<file path="config.mk">
export PLATFORM = sky130hd
export DESIGN_NAME = ocad_decoder
export DESIGN_NICKNAME = d
export VERILOG_FILES = /design/src/rtl/ocad_pkg.sv /design/src/rtl/ocad_decoder.sv /design/src/rtl/ocad_periph_decoder.sv /design/src/rtl/ocad_wait_timer.sv
export SDC_FILE = /design/constraint.sdc
export NUM_CORES = 1
export LEC_CHECK = 0
export BUFFER_PORTS_ARGS = -buffer_cell sky130_fd_sc_hd__clkbuf_2
export CAP_MARGIN = 20
export CORE_ASPECT_RATIO = 2
export CORE_MARGIN = 2
export CORE_UTILIZATION = 54
export DETAILED_ROUTE_END_ITERATION = 16
export PLACE_DENSITY = 0.95
export SETUP_SLACK_MARGIN = 0.02
export SLEW_MARGIN = 40
export SYNTH_ARGS = -nofsm -noshare
export SYNTH_HDL_FRONTEND = slang
export SYNTH_HIERARCHICAL = 1
export SYNTH_SLANG_ARGS = --single-unit
export TNS_END_PERCENT = 10
</file>
<file path="constraint.sdc">
create_clock -name clk_in -period 7.2 [get_ports clk_in]
set_input_delay 1.08 -clock clk_in [delete_from_list [all_inputs] [get_ports clk_in]]
set_output_delay 1.08 -clock clk_in [all_outputs]
set_load 0.01 [all_outputs]
</file>
<file path="src/rtl/ocad_pkg.sv">
package ocad_pkg;
	// ----------------------------------------------------------------
	// Widths
	// ----------------------------------------------------------------
	localparam int ADDR_W = 24;
	localparam int EN_W = 11;
	localparam int CNT_W = 4;
	localparam int PERIPH_N = 8;
	typedef logic [ADDR_W-1:0] ocad_addr_t;

	// ----------------------------------------------------------------
	// Enable bit positions
	// ----------------------------------------------------------------
	localparam int GLOBAL_EN_BIT = 2;
	localparam int FIRST_CAN_BIT = 0;
	localparam int SECOND_CAN_BIT = 1;
	localparam int SMALL_RAM_BIT = 2;
	localparam int LARGE_RAM_BIT = 3;

	// ----------------------------------------------------------------
	// Address map
	// ----------------------------------------------------------------
	localparam ocad_addr_t TFLASH_LO = 24'h000000;
	localparam ocad_addr_t TFLASH_HI = 24'h001fff;
	localparam ocad_addr_t FLASH_A_LO = 24'h000000;
	localparam ocad_addr_t FLASH_A_HI = 24'h007fff;
	localparam ocad_addr_t FLASH_B_LO = 24'h018000;
	localparam ocad_addr_t FLASH_B_HI = 24'h06ffff;
	localparam ocad_addr_t FLASH1_LO = 24'h070000;
	localparam ocad_addr_t FLASH1_HI = 24'h08ffff;
	localparam ocad_addr_t SFR_LO = 24'h00fe00;
	localparam ocad_addr_t SFR_HI = 24'h00ffff;
	localparam ocad_addr_t ESFR_LO = 24'h00f000;
	localparam ocad_addr_t ESFR_HI = 24'h00f1ff;
	localparam ocad_addr_t SRAM_LO = 24'h00e000;
	localparam ocad_addr_t SRAM_HI = 24'h00e7ff;
	localparam ocad_addr_t LRAM_LO = 24'h0f0000;
	localparam ocad_addr_t LRAM_HI = 24'h0f7fff;
	localparam ocad_addr_t SEG_LIMIT_MASK = 24'h0fffff;
	localparam logic [CNT_W-1:0] WAIT_STATES_DEF = 4'h2;

	// ----------------------------------------------------------------
	// Types
	// ----------------------------------------------------------------
	typedef enum logic [3:0] {
		TGT_EXT, TGT_FLASH, TGT_TFLASH, TGT_SFR, TGT_SRAM, TGT_LRAM,
		TGT_FIRST_CAN_MODULE, TGT_SECOND_CAN_MODULE, TGT_RTC, TGT_PWM, TGT_ASC, TGT_SSC, TGT_I2C, TGT_MISC
	} ocad_target_e;
	typedef enum logic [2:0] {
		ERR_NONE, ERR_BANK_BUSY, ERR_WIDTH, ERR_BIT_ADDR, ERR_STACK
	} ocad_err_e;
	typedef enum logic [1:0] {ST_IDLE, ST_WAIT, ST_DONE} ocad_fsm_e;

	localparam ocad_addr_t PERIPH_BASE [PERIPH_N] = '{24'h00ef00, 24'h00ee00,
		24'h00ed00, 24'h00ec00, 24'h00e900, 24'h00e800, 24'h00ea00, 24'h00eb00};
	localparam int PERIPH_BIT [PERIPH_N] = '{0, 1, 4, 6, 7, 8, 9, 10};
	localparam ocad_target_e PERIPH_TGT [PERIPH_N] = '{TGT_FIRST_CAN_MODULE, TGT_SECOND_CAN_MODULE,
		TGT_RTC, TGT_PWM, TGT_ASC, TGT_SSC, TGT_I2C, TGT_MISC};

	typedef struct packed {
		ocad_addr_t addr;
		logic write;
		logic byte_acc;
		logic bit_acc;
		logic stack_acc;
	} ocad_req_s;

	typedef struct packed {
		ocad_target_e target;
		ocad_err_e err;
		logic bank;
		logic write;
		logic byte_acc;
		ocad_addr_t addr;
	} ocad_resp_s;

	typedef struct packed {
		ocad_fsm_e fsm;
		logic ready;
		logic done;
		logic seg_limit;
		logic glob_q;
		logic [EN_W-1:0] eff_en;
		ocad_resp_s resp;
	} ocad_top_state_s;

	function automatic logic in_range(ocad_addr_t a, ocad_addr_t lo, ocad_addr_t hi);
		return (a >= lo) && (a <= hi);
	endfunction
endpackage

</file>
<file path="src/rtl/ocad_decoder.sv">
module ocad_decoder #(
	parameter logic [ocad_pkg::CNT_W-1:0] WAIT_STATES = ocad_pkg::WAIT_STATES_DEF
) (
	input wire logic clk_in,
	input wire logic rst_n_in,
	input wire logic req_valid_in,
	input wire ocad_pkg::ocad_req_s req_in,
	input wire logic boot_mode_in,
	input wire logic [1:0] flash_bank_busy_in,
	input wire logic [15:0] system_config_reg_in,
	input wire logic [15:0] periph_enable_reg_in,
	output logic req_ready_out,
	output logic done_out,
	output ocad_pkg::ocad_resp_s resp_out,
	output logic seg_limit_out
);
	import ocad_pkg::*;

	// ----------------------------------------------------------------
	// Parameter check
	// ----------------------------------------------------------------
	if (WAIT_STATES < 1) begin : g_bad_wait
		$error("WAIT_STATES must be at least one");
	end

	ocad_top_state_s st_reg;
	ocad_top_state_s st_next;
	logic take;
	logic glob_en;
	logic per_hit;
	ocad_target_e per_tgt;
	logic timer_start;
	logic timer_expire;
	ocad_target_e dec_tgt;
	ocad_err_e dec_err;
	logic dec_bank;
	logic dec_periph;
	logic dec_ram;

	assign take = req_valid_in && st_reg.ready;
	assign glob_en = system_config_reg_in[GLOBAL_EN_BIT];

	// ----------------------------------------------------------------
	// Peripheral window lookup
	// ----------------------------------------------------------------
	ocad_periph_decoder u_periph (
		.addr_in(req_in.addr),
		.eff_en_in(st_reg.eff_en),
		.hit_out(per_hit),
		.target_out(per_tgt)
	);

	// ----------------------------------------------------------------
	// Peripheral access wait states
	// ----------------------------------------------------------------
	ocad_wait_timer #(
		.CNT_W(CNT_W)
	) u_timer (
		.clk_in(clk_in),
		.rst_n_in(rst_n_in),
		.start_in(timer_start),
		.load_in(WAIT_STATES),
		.expire_out(timer_expire)
	);

	// ----------------------------------------------------------------
	// Address decode
	// ----------------------------------------------------------------
	always_comb begin
		dec_tgt = TGT_EXT;
		dec_bank = 1'b0;
		if (boot_mode_in && in_range(req_in.addr, TFLASH_LO, TFLASH_HI)) begin
			dec_tgt = TGT_TFLASH;
		end else if (in_range(req_in.addr, FLASH_A_LO, FLASH_A_HI) ||
			in_range(req_in.addr, FLASH_B_LO, FLASH_B_HI)) begin
			dec_tgt = TGT_FLASH;
		end else if (in_range(req_in.addr, FLASH1_LO, FLASH1_HI)) begin
			dec_tgt = TGT_FLASH;
			dec_bank = 1'b1;
		end else if (in_range(req_in.addr, SFR_LO, SFR_HI) ||
			in_range(req_in.addr, ESFR_LO, ESFR_HI)) begin
			dec_tgt = TGT_SFR;
		end else if (in_range(req_in.addr, SRAM_LO, SRAM_HI)) begin
			if (st_reg.eff_en[SMALL_RAM_BIT]) begin
				dec_tgt = TGT_SRAM;
			end
		end else if (in_range(req_in.addr, LRAM_LO, LRAM_HI)) begin
			if (st_reg.eff_en[LARGE_RAM_BIT]) begin
				dec_tgt = TGT_LRAM;
			end
		end else if (per_hit) begin
			dec_tgt = per_tgt;
		end
	end

	assign dec_periph = (dec_tgt >= TGT_FIRST_CAN_MODULE);
	assign dec_ram = (dec_tgt == TGT_SRAM) || (dec_tgt == TGT_LRAM);

	// ----------------------------------------------------------------
	// Access checks
	// ----------------------------------------------------------------
	always_comb begin
		dec_err = ERR_NONE;
		if ((dec_tgt == TGT_FLASH || dec_tgt == TGT_TFLASH) && !req_in.write &&
			flash_bank_busy_in[dec_bank]) begin
			dec_err = ERR_BANK_BUSY;
		end else if (dec_ram && req_in.bit_acc) begin
			dec_err = ERR_BIT_ADDR;
		end else if (dec_ram && req_in.stack_acc) begin
			dec_err = ERR_STACK;
		end else if (dec_periph && req_in.byte_acc) begin
			dec_err = ERR_WIDTH;
		end
	end

	assign timer_start = take && dec_periph && (dec_err == ERR_NONE);

	// ----------------------------------------------------------------
	// Sequencer and enable capture
	// ----------------------------------------------------------------
	always_comb begin
		st_next = st_reg;
		st_next.glob_q = glob_en;
		if (!glob_en) begin
			st_next.eff_en = '0;
		end else if (!st_reg.glob_q) begin
			st_next.eff_en = periph_enable_reg_in[EN_W-1:0];
		end
		st_next.seg_limit = st_reg.eff_en[FIRST_CAN_BIT] || st_reg.eff_en[SECOND_CAN_BIT];
		st_next.done = 1'b0;
		case (st_reg.fsm)
			ST_IDLE: begin
				if (take) begin
					st_next.ready = 1'b0;
					st_next.resp.target = dec_tgt;
					st_next.resp.err = dec_err;
					st_next.resp.bank = dec_bank;
					st_next.resp.write = req_in.write;
					st_next.resp.byte_acc = req_in.byte_acc;
					st_next.resp.addr = req_in.addr;
					if (dec_tgt == TGT_EXT && st_next.seg_limit) begin
						st_next.resp.addr = req_in.addr & SEG_LIMIT_MASK;
					end
					if (timer_start) begin
						st_next.fsm = ST_WAIT;
					end else begin
						st_next.done = 1'b1;
						st_next.fsm = ST_DONE;
					end
				end
			end
			ST_WAIT: begin
				if (timer_expire) begin
					st_next.done = 1'b1;
					st_next.fsm = ST_DONE;
				end
			end
			ST_DONE: begin
				st_next.ready = 1'b1;
				st_next.fsm = ST_IDLE;
			end
			default: begin
				st_next.ready = 1'b1;
				st_next.fsm = ST_IDLE;
			end
		endcase
	end

	always_ff @(posedge clk_in) begin
		if (!rst_n_in) begin
			st_reg <= '{fsm: ST_IDLE, ready: 1'b1, resp: '0, default: '0};
		end else begin
			st_reg <= st_next;
		end
	end

	assign req_ready_out = st_reg.ready;
	assign done_out = st_reg.done;
	assign resp_out = st_reg.resp;
	assign seg_limit_out = st_reg.seg_limit;
endmodule

</file>
<file path="src/rtl/ocad_periph_decoder.sv">
module ocad_periph_decoder (
	input wire ocad_pkg::ocad_addr_t addr_in,
	input wire logic [ocad_pkg::EN_W-1:0] eff_en_in,
	output logic hit_out,
	output ocad_pkg::ocad_target_e target_out
);
	import ocad_pkg::*;

	// ----------------------------------------------------------------
	// Peripheral windows, 256 bytes each
	// ----------------------------------------------------------------
	always_comb begin
		hit_out = 1'b0;
		target_out = TGT_EXT;
		for (int i = 0; i < PERIPH_N; i++) begin
			if (addr_in[ADDR_W-1:8] == PERIPH_BASE[i][ADDR_W-1:8] && eff_en_in[PERIPH_BIT[i]]) begin
				hit_out = 1'b1;
				target_out = PERIPH_TGT[i];
			end
		end
	end
endmodule

</file>
<file path="src/rtl/ocad_wait_timer.sv">
module ocad_wait_timer #(
	parameter int CNT_W = 4
) (
	input wire logic clk_in,
	input wire logic rst_n_in,
	input wire logic start_in,
	input wire logic [CNT_W-1:0] load_in,
	output logic expire_out
);
	import ocad_pkg::*;

	if (CNT_W < 2) begin : g_bad_width
		$error("CNT_W must be at least two");
	end

	typedef struct packed {
		logic [CNT_W-1:0] cnt;
	} ocad_timer_s;

	ocad_timer_s st_reg;
	ocad_timer_s st_next;

	// ----------------------------------------------------------------
	// Down counter; expires in its last counted cycle
	// ----------------------------------------------------------------
	always_comb begin
		st_next = st_reg;
		if (start_in) begin
			st_next.cnt = load_in;
		end else if (st_reg.cnt != '0) begin
			st_next.cnt = st_reg.cnt - 1'b1;
		end
	end

	assign expire_out = (st_reg.cnt == {{(CNT_W-1){1'b0}}, 1'b1});

	always_ff @(posedge clk_in) begin
		if (!rst_n_in) begin
			st_reg <= '0;
		end else begin
			st_reg <= st_next;
		end
	end
endmodule

</file>
Word level (Yosys, flattened, before mapping)
Index checks and enable logic that the tools add are counted.
{"block": "word_totals", "reg_bits": 55, "latch_bits": 0, "mem_bits_rw": 0, "rom_bits": 0, "in_bits": 66, "out_inout_bits": 37, "n_memories": 0}
{"block": "op_classes", "addsub": 1, "mul": 0, "n_div": 0, "n_lt_le_gt_ge": 17, "eq_ne": 16, "n_shift": 0, "mux": 45, "n_bitwise": 2, "n_reduce_logical": 42}
{"cell": "$eq A16 B8 Y1 const B", "count": 8}
{"cell": "$ge A24 B16 Y1 const B", "count": 3}
{"cell": "$le A24 B16 Y1 const B", "count": 3}
{"cell": "$mux W4", "count": 14}
{"cell": "$le A24 B20 Y1 const B", "count": 2}
{"cell": "$logic_and A1 B1 Y1", "count": 26}
{"cell": "$ge A24 B1 Y1 const B", "count": 1}
{"cell": "$ge A24 B17 Y1 const B", "count": 1}
{"cell": "$ge A24 B19 Y1 const B", "count": 1}
{"cell": "$ge A24 B20 Y1 const B", "count": 1}
{"cell": "$le A24 B13 Y1 const B", "count": 1}
{"cell": "$le A24 B15 Y1 const B", "count": 1}
{"cell": "$le A24 B19 Y1 const B", "count": 1}
{"cell": "$mux W24", "count": 1}
{"cell": "$mux W3", "count": 7}
{"cell": "$mux W1", "count": 15}
{"cell": "$mux W2", "count": 5}
{"cell": "$eq A4 B1 Y1 const B", "count": 2}
{"cell": "$eq A4 B3 Y1 const B", "count": 2}
{"cell": "$reduce_and A2 Y1", "count": 4}
{"cell": "$logic_or A1 B1 Y1", "count": 5}
{"cell": "$eq A4 B2 Y1 const B", "count": 1}
{"cell": "$ge A4 B3 Y1 const B", "count": 1}
{"cell": "$logic_not A4 Y1", "count": 1}
{"cell": "13 further kinds", "count": 16}

Longest topological paths before layout
Gate-level depths: netlist of run 1.
{"block": "depth", "depth_word": 28, "ltp_mapped": 11, "mapped_depth_nobuf": 10}

By module
The synthesis of run 1 kept the hierarchy.
{"module": "ocad_decoder", "instances": 1, "cells_per_inst": 299, "area_each_um2": 2449.8}
{"module": "ocad_wait_timer", "instances": 1, "cells_per_inst": 27, "area_each_um2": 251.5}
{"module": "ocad_periph_decoder", "instances": 1, "cells_per_inst": 26, "area_each_um2": 196.4}

Least setup slack after synthesis of run 1
Ideal clock, no wire load.
{"block": "synth_timing", "path_type": "input -> register", "start": "input req_in[21] (netlist name)", "end": "register u_timer/st_reg[2] (netlist name)", "arrival_time_ps": 3181, "t_required_ps": 7085, "setup_slack_ps": 3904, "path_stages": 9, "n_path_buf": 0, "path_cell_list": "nor4_1 -> nand4_1 -> a31oi_1 -> o21ai_0 -> o21ai_0 -> nand3_1 -> nor3_1 -> o31ai_1 -> and2_1"}
{"block": "synth_between", "elab_chain_cells": 26, "elab_cells_between_ends": 90}
{"element": "from (decl)", "line_no": "ocad_decoder.sv:7", "rtl": "input wire ocad_pkg::ocad_req_s req_in,"}
{"element": "$eq A16 B8 Y1", "line_no": "ocad_periph_decoder.sv:16", "rtl": "if (addr_in[ADDR_W-1:8] == PERIPH_BASE[i][ADDR_W-1:8] && eff_en_in[PERIPH_BIT[i]]) begin"}
{"element": "$logic_and A1 B1 Y1", "line_no": "ocad_periph_decoder.sv:16"}
{"element": "$mux W1 (7 in a row)", "line_no": "ocad_periph_decoder.sv:16"}
{"element": "$mux W1 (*)", "line_no": "ocad_periph_decoder.sv:16"}
{"element": "named net per_hit", "line_no": "ocad_decoder.sv:30", "rtl": "logic per_hit;"}
{"element": "$mux W4 (*)", "line_no": "ocad_decoder.sv:91", "rtl": "end else if (per_hit) begin"}
{"element": "$mux W4 (*)", "line_no": "ocad_decoder.sv:87", "rtl": "end else if (in_range(req_in.addr, LRAM_LO, LRAM_HI)) begin"}
{"element": "$mux W4 (*)", "line_no": "ocad_decoder.sv:83", "rtl": "end else if (in_range(req_in.addr, SRAM_LO, SRAM_HI)) begin"}
{"element": "[6 not listed]"}
{"element": "$mux W2 or $logic_and A1 B1 Y1 (tied branches)", "line_no": "ocad_decoder.sv:111, ocad_decoder.sv:109"}
{"element": "$mux W3", "line_no": "ocad_decoder.sv:109", "rtl": "end else if (dec_ram && req_in.stack_acc) begin"}
{"element": "$mux W3", "line_no": "ocad_decoder.sv:107", "rtl": "end else if (dec_ram && req_in.bit_acc) begin"}
{"element": "$mux W3", "line_no": "ocad_decoder.sv:104", "rtl": "if ((dec_tgt == TGT_FLASH || dec_tgt == TGT_TFLASH) && !req_in.write &&"}
{"element": "$logic_not A3 Y1", "line_no": "ocad_decoder.sv:116", "rtl": "assign timer_start = take && dec_periph && (dec_err == ERR_NONE);"}
{"element": "$logic_and A1 B1 Y1 (*)", "line_no": "ocad_decoder.sv:116"}
{"element": "named net timer_start", "line_no": "ocad_decoder.sv:32", "rtl": "logic timer_start;"}
{"element": "$reduce_or A2 Y1 (no source line) (*)"}
{"element": "to (signal assigned)", "line_no": "ocad_wait_timer.sv:41", "rtl": "st_reg <= st_next;"}
{"element": "to (decl)", "line_no": "ocad_wait_timer.sv:20", "rtl": "ocad_timer_s st_reg;"}
The timed path passes the listed nets; every way through them passes the cells marked *. The select of a mux whose other input is x is not followed.
A chain may end at the register's enable or synchronous reset.

Worst setup path after layout of run 1
{"block": "layout_timing", "start": "input req_in[22] (netlist name)", "end": "register u_timer/st_reg[2] (netlist name)"}
Same word-level chain as after synthesis.

==> out/metrics.yaml, run 1 <==
fin_area_um2: 3130
finalHoldViolCount: 0
endpoint_kind: "register"
ir_drop_mv: 0.175
yosysWarnings: 6
synth_cells: 349
num_io_pins: 103
post-route-period-util: 0.533
syn-cell-area_um2: 2860
clock_path_buffers: 2
nFillCells: 470
drv_cap: 0
ctsResizeCount: 0
firstDrtPassIters: 6
grt_pass1_vias: 2491
numClockSinks: 54
diodes: 0
whs_path_depth: 2
rr_endpoint: "u_timer/st_reg[2]"
grt_usage: 0.234
drc: 0
reg2regPathDepth: 9
arrival_ns: 4.06
tightest_slew_ns: 0.796
largest_register_ff_count: 34
period_minus_slack_ns: 3.84
cp_max_fo: 8
finalSetupTns_ns: 0
hpwlAfterDp_um: 5200
die_h_um: 107
start_kind: "input port"
clk_latency_ns: 0.31
grt_max_degree: 37
port_buffers: 81
cts_tree: "done"
fin_skew_ns: 0.00761
slew_viol_final: 0
drt_iter0_markers: 114
vias_per_cell: 5.77
cts_root_buf: "clkbuf_8"
antenna_found_initial: 0
numCtsBuffers: 5
core_area_um2: 5140
status: "complete, no violations"
power_density_nw_per_um2: 216
hold_start: "resp_out[29]"
layout-drive-gt1-share: 0.259
dieArea_um2: 5940
critPathKind: "input port to register"
grt_first_pass_wirelength_um: 11100
die_x_um: 55.5
ant_nets: 0
reg2reg_setup_slack_ns: 4.13
finalPower_uw: 674
whs_endpoint: "resp_out[29]"
place_area_um2: 3040
avgSynthCellArea_um2: 8.21
gp_congestion: 0.913
p_leak_uw: 0.00134
worstPathRequired_ns: 7.41
post_drt_wl_per_cell_um: 15.1
clk_pin_slew_ns: 0.09
slew_headroom: 0.456
max_freq_ghz: 0.260
area_growth_pct: 9.13
rsz0062_at_grt: "no"
vias: 2584
finalWirelength_um: 6760
cts-hold-fix-buffers: 0
postCtsSetupBuffers: 0
setup_viol: 0
cts.htree.levels: 2
start_util: 0.557
fin_nets: 460
min_path_type: "register to register"
rows: 37
grt_overflow_total: 0
r2r_start: "st_reg[35]"
[report_power, final]
part	leakage (µW)	switching, µW	internal, µW
combinational	0.000849	87.7	72.3
sequential	0.000443	21.7	325
clock	0.0000431	92.9	74.4
[worst max-delay path: stages]
cell and delay (ns):
clkbuf_2 0.17, nor4bb_1 0.29, nand4_1 0.27, a31oi_1 0.45
o21ai_0 0.14, o21ai_0 0.39, nand3_1 0.24, nor3_1 0.68
o31ai_1 0.16, and2_1 0.19
[metal layers]
metal	share of wire	GRT usage	up-vias
li1	-	-	1273
met1	0.36	0.225	1213
met2	0.55	0.439	77
met3	0.041	0.0495	21
met4	0.047	0.145	0
met5	0	0	-
[how the worst max path moves through the flow]
stage	from	endpoint	cells past startpoint
6_report	req_in[22]	u_timer/st_reg[2]	10
5_1_grt	req_in[22]	u_timer/st_reg[2]	10
4_1_cts	req_in[21]	u_timer/st_reg[2]	10
3_5_place_dp	req_in[21]	u_timer/st_reg[2]	10
3_3_place_gp	req_in[22]	u_timer/st_reg[2]	10
2_1_floorplan	req_in[21]	u_timer/st_reg[2]	9
[final cells by class]
| cell class | count | area, µm² | area share |
|---|---|---|---|
| tap | 58 | 72.6 | 0.0232 |
| clock buffer | 6 | 82.6 | 0.0264 |
| timing repair buffer | 82 | 413 | 0.132 |
| inverter | 7 | 26.3 | 0.00841 |
| multi-input combinational | 241 | 1450 | 0.464 |
| sequential | 54 | 1080 | 0.346 |
[metrics by stage]
| stage | hold WS, ns | instances | setup slack (ns) | utilization |
|---|---|---|---|---|
| 6_report | 0.459 | 448 | 3.36 | 0.608 |
| 5_1_grt | 0.480 | 448 | 3.04 | 0.608 |
| 4_1_cts | 0.458 | 448 | 3.45 | 0.608 |
| 3_5_place_dp | 0.446 | 442 | 3.11 | 0.592 |
| 3_3_place_gp | 0.441 | 442 | 3.24 | 0.592 |
| 2_1_floorplan | 0.432 | 351 | 3.90 | - |
[cells in the final DEF, fill, tap and decap left out, types with 3 or more instances in the layout]
cell      instances
mux2i_1          14
nand2b_1          3
nor3_1            6
clkbuf_2         81
inv_1             6
nor2_1           20
nand2_1          57
and3_1            6
o31ai_1           5
nand3_1           6
a211oi_1          3
a32o_1            4
ha_1              3
or4_1             4
conb_1            4
o21a_1            4
a21oi_1          31
o21ai_0          13
nor4_1            5
mux2_2            3
clkbuf_8          6
dfxtp_1          54
nor3b_1           3
Power figures use the tool's default switching activity.
==> inputs of run 2 (changes only) <==
CORE_UTILIZATION = 50   (was 54)
PLACE_DENSITY = 0.91   (was 0.95)
clock period = 3.6 ns   (was 7.2 ns; I/O delays follow)
==> out/metrics.yaml, run 2 (synthesized netlist as in run 1, its figures left out) <==
slew_headroom: 0.596  # was 0.456
max_freq_ghz: 0.345
cts_tree: "done"  # unchanged
numCtsBuffers: 5  # unchanged
post_drt_wl_per_cell_um: 14.1  # was 15.1 µm
grt_max_degree: 35  # was 37
final_cell_count_no_fill: 455  # was 448
largest_register_ff_count: 34  # unchanged
cts.htree.levels: 2  # unchanged
cpMostUsedCell: "o21ai_0"  # unchanged
grt_first_pass_wirelength_um: 10700  # was 11100 µm
critPathMaxStageDelay_ns: 0.41  # was 0.68 ns
ir_drop_mv: 0.473  # was 0.175 mV
finalSetupTns_ns: 0  # unchanged
ctsResizeCount: 0  # unchanged
num_io_pins: 103  # unchanged
cts-hold-fix-buffers: 0  # unchanged
dp.cells: 447  # was 442
finalWirelength_um: 6410  # was 6760 µm
arrival_ns: 3.08  # was 4.06 ns
worstPathRequired_ns: 3.79  # was 7.41 ns
drt_iter0_markers: 106  # was 114
post-route-period-util: 0.805
endpoint_kind: "register"  # unchanged
clock_path_buffers: 2  # unchanged
ant_nets: 0  # unchanged
critPathKind: "input port to register"  # unchanged
fin_ws_ns: 0.700  # was 3.36 ns
vias: 2580  # was 2584
grt_pass1_vias: 2479  # was 2491
port_buffers: 81  # unchanged
grt_overflow_total: 0  # unchanged
firstDrtPassIters: 4  # was 6
die_h_um: 111  # was 107 µm
antenna_found_initial: 0  # unchanged
numClockSinks: 54  # unchanged
rows: 39  # was 37
layout_commonest_cell: "clkbuf_2"  # unchanged
vias_per_cell: 5.67  # was 5.77
gp_congestion: 0.902  # was 0.913
cp_max_fo: 8  # unchanged
tightest_slew_ns: 0.605  # was 0.796 ns
start_util: 0.510  # was 0.557
cts_root_buf: "clkbuf_16"  # was clkbuf_8
area_growth_pct: 12.1  # was 9.13%
die_x_um: 57.5  # was 55.5 µm
postCtsSetupBuffers: 0  # unchanged
start_kind: "input port"  # unchanged
clk_latency_ns: 0.29  # was 0.31 ns
cpMaxStageDelayCell: "a31oi_1"  # was nor3_1
p_leak_uw: 0.00138  # was 0.00134 µW
post-place-ws_ns: 0.474  # was 3.11 ns
seq_area_um2: 1080  # unchanged
cp_cell_sequence: "clkbuf_2 > nor4_1 > nand4_1 > a31oi_1 > o21ai_0 > o21ai_0 > nand3_1 > nor3_1 > buf_4 > o31ai_1 > and2_1"  # was clkbuf_2 > nor4bb_1 > nand4_1 > a31oi_1 > o21ai_0 > o21ai_0 > nand3_1 > nor3_1 > o31ai_1 > and2_1
final_cell_mix: "clkbuf_2 (81), nand2_1 (57), dfxtp_1 (54)"  # unchanged
finalHoldViolCount: 0  # unchanged
power_density_nw_per_um2: 460  # was 216 nW/µm²
min_path_type: "register to register"  # unchanged
setup_viol: 0  # unchanged
period_minus_slack_ns: 2.90
slew_viol_final: 0  # unchanged
fin_nets: 462  # was 460
fin_skew_ns: 0.00410  # was 0.00761 ns
core_area_um2: 5610  # was 5140 µm²
hpwlAfterDp_um: 4800  # was 5200 µm
nFillCells: 504  # was 470
dieArea_um2: 6390  # was 5940 µm²
finalPower_uw: 1480  # was 674 µW
diodes: 0  # unchanged
status: "complete, no violations"  # unchanged
layout-drive-gt1-share: 0.261  # was 0.259
grt_usage: 0.210  # was 0.234
clk_pin_slew_ns: 0.06  # was 0.09 ns
drc: 0  # unchanged
multi_input_area_um2: 1450  # unchanged
rsz0062_at_grt: "no"  # unchanged
drv_cap: 0  # unchanged
## run 2: cell types whose count changed in the layout (fill, tap and decap cells not counted), sizes merged
cell    change
buf         +2
clkbuf      +1
clkinv      +1
## run 2: area by class of cell
type / count / share of cell area
tap: 61 / 0.0238
multi-input combinational: 241 / 0.452
sequential: 54 / 0.337
inverter: 7 / 0.00819
clock buffer: 7 / 0.0444
timing repair buffer: 84 / 0.133
clock inverter: 1 / 0.00156
## run 2: final timing paths
kind / start / endpoint / slack [ns] / cells after the start
worst min register to register: resp_out[4] / resp_out[4] / 0.45 / 2
worst max-delay path: req_in[21] / u_timer/st_reg[2] / 0.70 / 11
worst min-delay path: resp_out[4] / resp_out[4] / 0.45 / 2
worst max register to register: st_reg[35] / u_timer/st_reg[2] / 0.97 / 10
## run 2: critical path: cells and delay by family
kind / cells / cell delay (ns)
buffers and inverters: 2 / 0.32
AND/OR/NAND/NOR: 5 / 1.21
AO/OA/AOI/OAI: 4 / 1.01
## run 2: through the flow
| step | instance area [µm²] | utilization | hold slack [ns] |
|---|---|---|---|
| after floorplan | 2870 | - | 0.432 |
| after global placement | 3060 | 0.545 | 0.441 |
| after detailed placement | 3060 | 0.545 | 0.449 |
| after CTS | 3210 | 0.572 | 0.458 |
| after global routing | 3210 | 0.572 | 0.478 |
| final | 3210 | 0.572 | 0.454 |
## run 2: power by group
part	switching (µW)	leakage, µW	internal (µW)
clock network	200	0.0000739	276
logic	163	0.000859	145
registers	43.4	0.000443	651
## run 2: metal layers
layer  track usage  share of wire  vias up
li1              -              -     1287
met4        0.0884          0.023        0
met3        0.0467          0.067        9
met1         0.244           0.40     1185
met5             0              0        -
met2         0.358           0.50       99
==> inputs of run 3 (changes only) <==
ABC_AREA = 1   (was default)
CORE_UTILIZATION = 46   (was 50)
PLACE_DENSITY = 0.88   (was 0.91)
clock period = 2.63 ns   (was 3.6 ns; I/O delays follow)
==> out/metrics.yaml, run 3 <==
power_frac_comb: 0.253  # was 0.208
post_drt_wl_per_cell_um: 12.7  # was 14.1 µm
final_cell_mix: "nand2_1 (80), clkbuf_2 (80), nor2_1 (60)"  # was clkbuf_2 (81), nand2_1 (57), dfxtp_1 (54)
status: "complete, no violations"  # unchanged
start_util: 0.475  # was 0.510
max_freq_ghz: 0.406
vias: 3005  # was 2580
num_io_pins: 103  # unchanged
vias_per_cell: 4.98  # was 5.67
core_area_um2: 6260  # was 5610 µm²
ir_drop_mv: 0.401  # was 0.473 mV
drc: 0  # unchanged
diodes: 0  # unchanged
seqPwrFrac: 0.447  # was 0.470
critPathMaxStageDelay_ns: 0.21  # was 0.41 ns
tightest_slew_ns: 0.769  # was 0.605 ns
grt_max_degree: 48  # was 35
grt_overflow_total: 0  # unchanged
finalHoldViolCount: 0  # unchanged
synth_cells: 439  # was 349
largest_register_ff_count: 34  # unchanged
ant_nets: 0  # unchanged
grt_usage: 0.214  # was 0.210
setup_viol: 0  # unchanged
cts_root_buf: "clkbuf_16"  # unchanged
rows: 41  # was 39
clk_pin_slew_ns: 0.07  # was 0.06 ns
nFillCells: 613  # was 504
gp_congestion: 0.899  # was 0.902
grt_first_pass_wirelength_um: 11700  # was 10700 µm
die_h_um: 118  # was 111 µm
cp_cell_sequence: "buf_4 > nor2_4 > nand2_2 > nor2_4 > nand2_2 > nor2_1 > nor2_1 > nand3_2 > nand2_1 > inv_1 > nand2_1 > nor2_2 > nand3_4 > nand3_4 > nand2_2 > nor2_2 > nand3_2 > inv_2 > inv_2 > or2_0 > nand3_1 > nor2_1"  # was clkbuf_2 > nor4_1 > nand4_1 > a31oi_1 > o21ai_0 > o21ai_0 > nand3_1 > nor3_1 > buf_4 > o31ai_1 > and2_1
drv_cap: 0  # unchanged
cpMaxStageDelayCell: "nor2_4"  # was a31oi_1
cts.htree.levels: 2  # unchanged
die_x_um: 60.9  # was 57.5 µm
post-place-ws_ns: -0.321  # was 0.474 ns
cp_max_fo: 7  # was 8
clk_latency_ns: 0.30  # was 0.29 ns
slew_viol_final: 0  # unchanged
clkPwrFrac: 0.300  # was 0.322
grt_pass1_vias: 2711  # was 2479
worstPathRequired_ns: 2.83  # was 3.79 ns
hold_ws_ns: 0.314  # was 0.454 ns
clock_path_buffers: 2  # unchanged
yosysWarnings: 6  # unchanged
min_path_type: "input port to register"  # was register to register
fin_nets: 586  # was 462
start_kind: "input port"  # unchanged
cp_num_buf_inv: 4  # was 2
port_buffers: 81  # unchanged
finalWirelength_um: 7630  # was 6410 µm
layout-drive-gt1-share: 0.342  # was 0.261
critPathKind: "input port to register"  # unchanged
dieArea_um2: 7170  # was 6390 µm²
area_growth_pct: 24.1  # was 12.1%
drt_iter0_markers: 124  # was 106
fin_area_um2: 3690  # was 3210 µm²
critical_path.top_delay_family: "simple AND/OR/NAND/NOR gates"  # unchanged
slew_headroom: 0.487  # was 0.596
fin_ws_ns: 0.164  # was 0.700 ns
swShare: 0.318  # was 0.275
antenna_found_initial: 0  # unchanged
place_area_um2: 3440  # was 3060 µm²
period_minus_slack_ns: 2.47
avgSynthCellArea_um2: 6.78  # was 8.21 µm²
syn-cell-area_um2: 2980  # was 2860 µm²
hpwlAfterDp_um: 5890  # was 4800 µm
p_sw_uw: 684  # was 406 µW
arrival_ns: 2.66  # was 3.08 ns
power_density_nw_per_um2: 582  # was 460 nW/µm²
numClockSinks: 54  # unchanged
post-route-period-util: 0.937
cts_tree: "done"  # unchanged
endpoint_kind: "register"  # unchanged
fin_skew_ns: 0.00445  # was 0.00410 ns
finalPower_uw: 2150  # was 1480 µW
p_int_uw: 1470  # was 1070 µW
numCtsBuffers: 5  # unchanged
p_leak_uw: 0.00188  # was 0.00138 µW
firstDrtPassIters: 4  # unchanged
## run 3: path summary, 6_finish.rpt
path               from                end  slack (ns)  cells after the start
max          req_in[24]  u_timer/st_reg[3]        0.16                     22
min           req_in[4]        resp_out[0]        0.31                      3
max reg2reg  st_reg[42]  u_timer/st_reg[3]        0.29                     19
min reg2reg  st_reg[40]         st_reg[40]        0.46                      2
## run 3: repair_timing
action | 4_1_cts | 5_1_grt
resized for setup | 1 | 30
hold buffers | 0 | 0
pin swaps | 0 | 15
endpoints found under the hold margin | 0 | 0
setup endpoints to repair | 1 | 5
setup buffers | 0 | 2
## run 3: cell type report
| class | count | area (µm²) | share of cell area |
|---|---|---|---|
| clock buffer | 5 | 125 | 0.0339 |
| clock inverter | 2 | 10.0 | 0.00271 |
| inverter | 37 | 139 | 0.0376 |
| multi-input combinational | 303 | 1560 | 0.421 |
| sequential | 54 | 1080 | 0.293 |
| tap | 86 | 108 | 0.0291 |
| timing repair buffer | 116 | 674 | 0.183 |
## run 3: per-stage QoR
| step | util | setup TNS [ns] | cells |
|---|---|---|---|
| 5_1_grt | 0.590 | -0.0430 | 603 |
| 2_1_floorplan | - | 0 | 441 |
| 3_5_place_dp | 0.550 | -1.15 | 594 |
| 4_1_cts | 0.572 | 0 | 601 |
| 3_3_place_gp | 0.550 | -0.518 | 594 |
| 6_report | 0.590 | 0 | 603 |
## run 3: power groups by stage
| stage | clock (µW) | sequential [µW] | combinational, µW |
|---|---|---|---|
| after floorplan | 0 | 964 | 395 |
| after global placement | 0 | 975 | 494 |
| after detailed placement | 0 | 979 | 520 |
| after CTS | 652 | 961 | 523 |
| after global routing | 686 | 970 | 606 |
| final | 644 | 962 | 544 |
## run 3: layer usage
| layer | global-route usage | wire (µm) | vias to the layer above |
|---|---|---|---|
| met2 | 0.405 | 4340 | 70 |
| met3 | 0.0495 | 280 | 20 |
| li1 | - | - | 1520 |
| met1 | 0.195 | 2710 | 1395 |
| met5 | 0 | 0 | - |
| met4 | 0.106 | 306 | 0 |
## run 3: tightest hold or removal path: stages
cell and delay (ns):
clkbuf_2 0.07, nor2_1 0.03, nor2_1 0.08
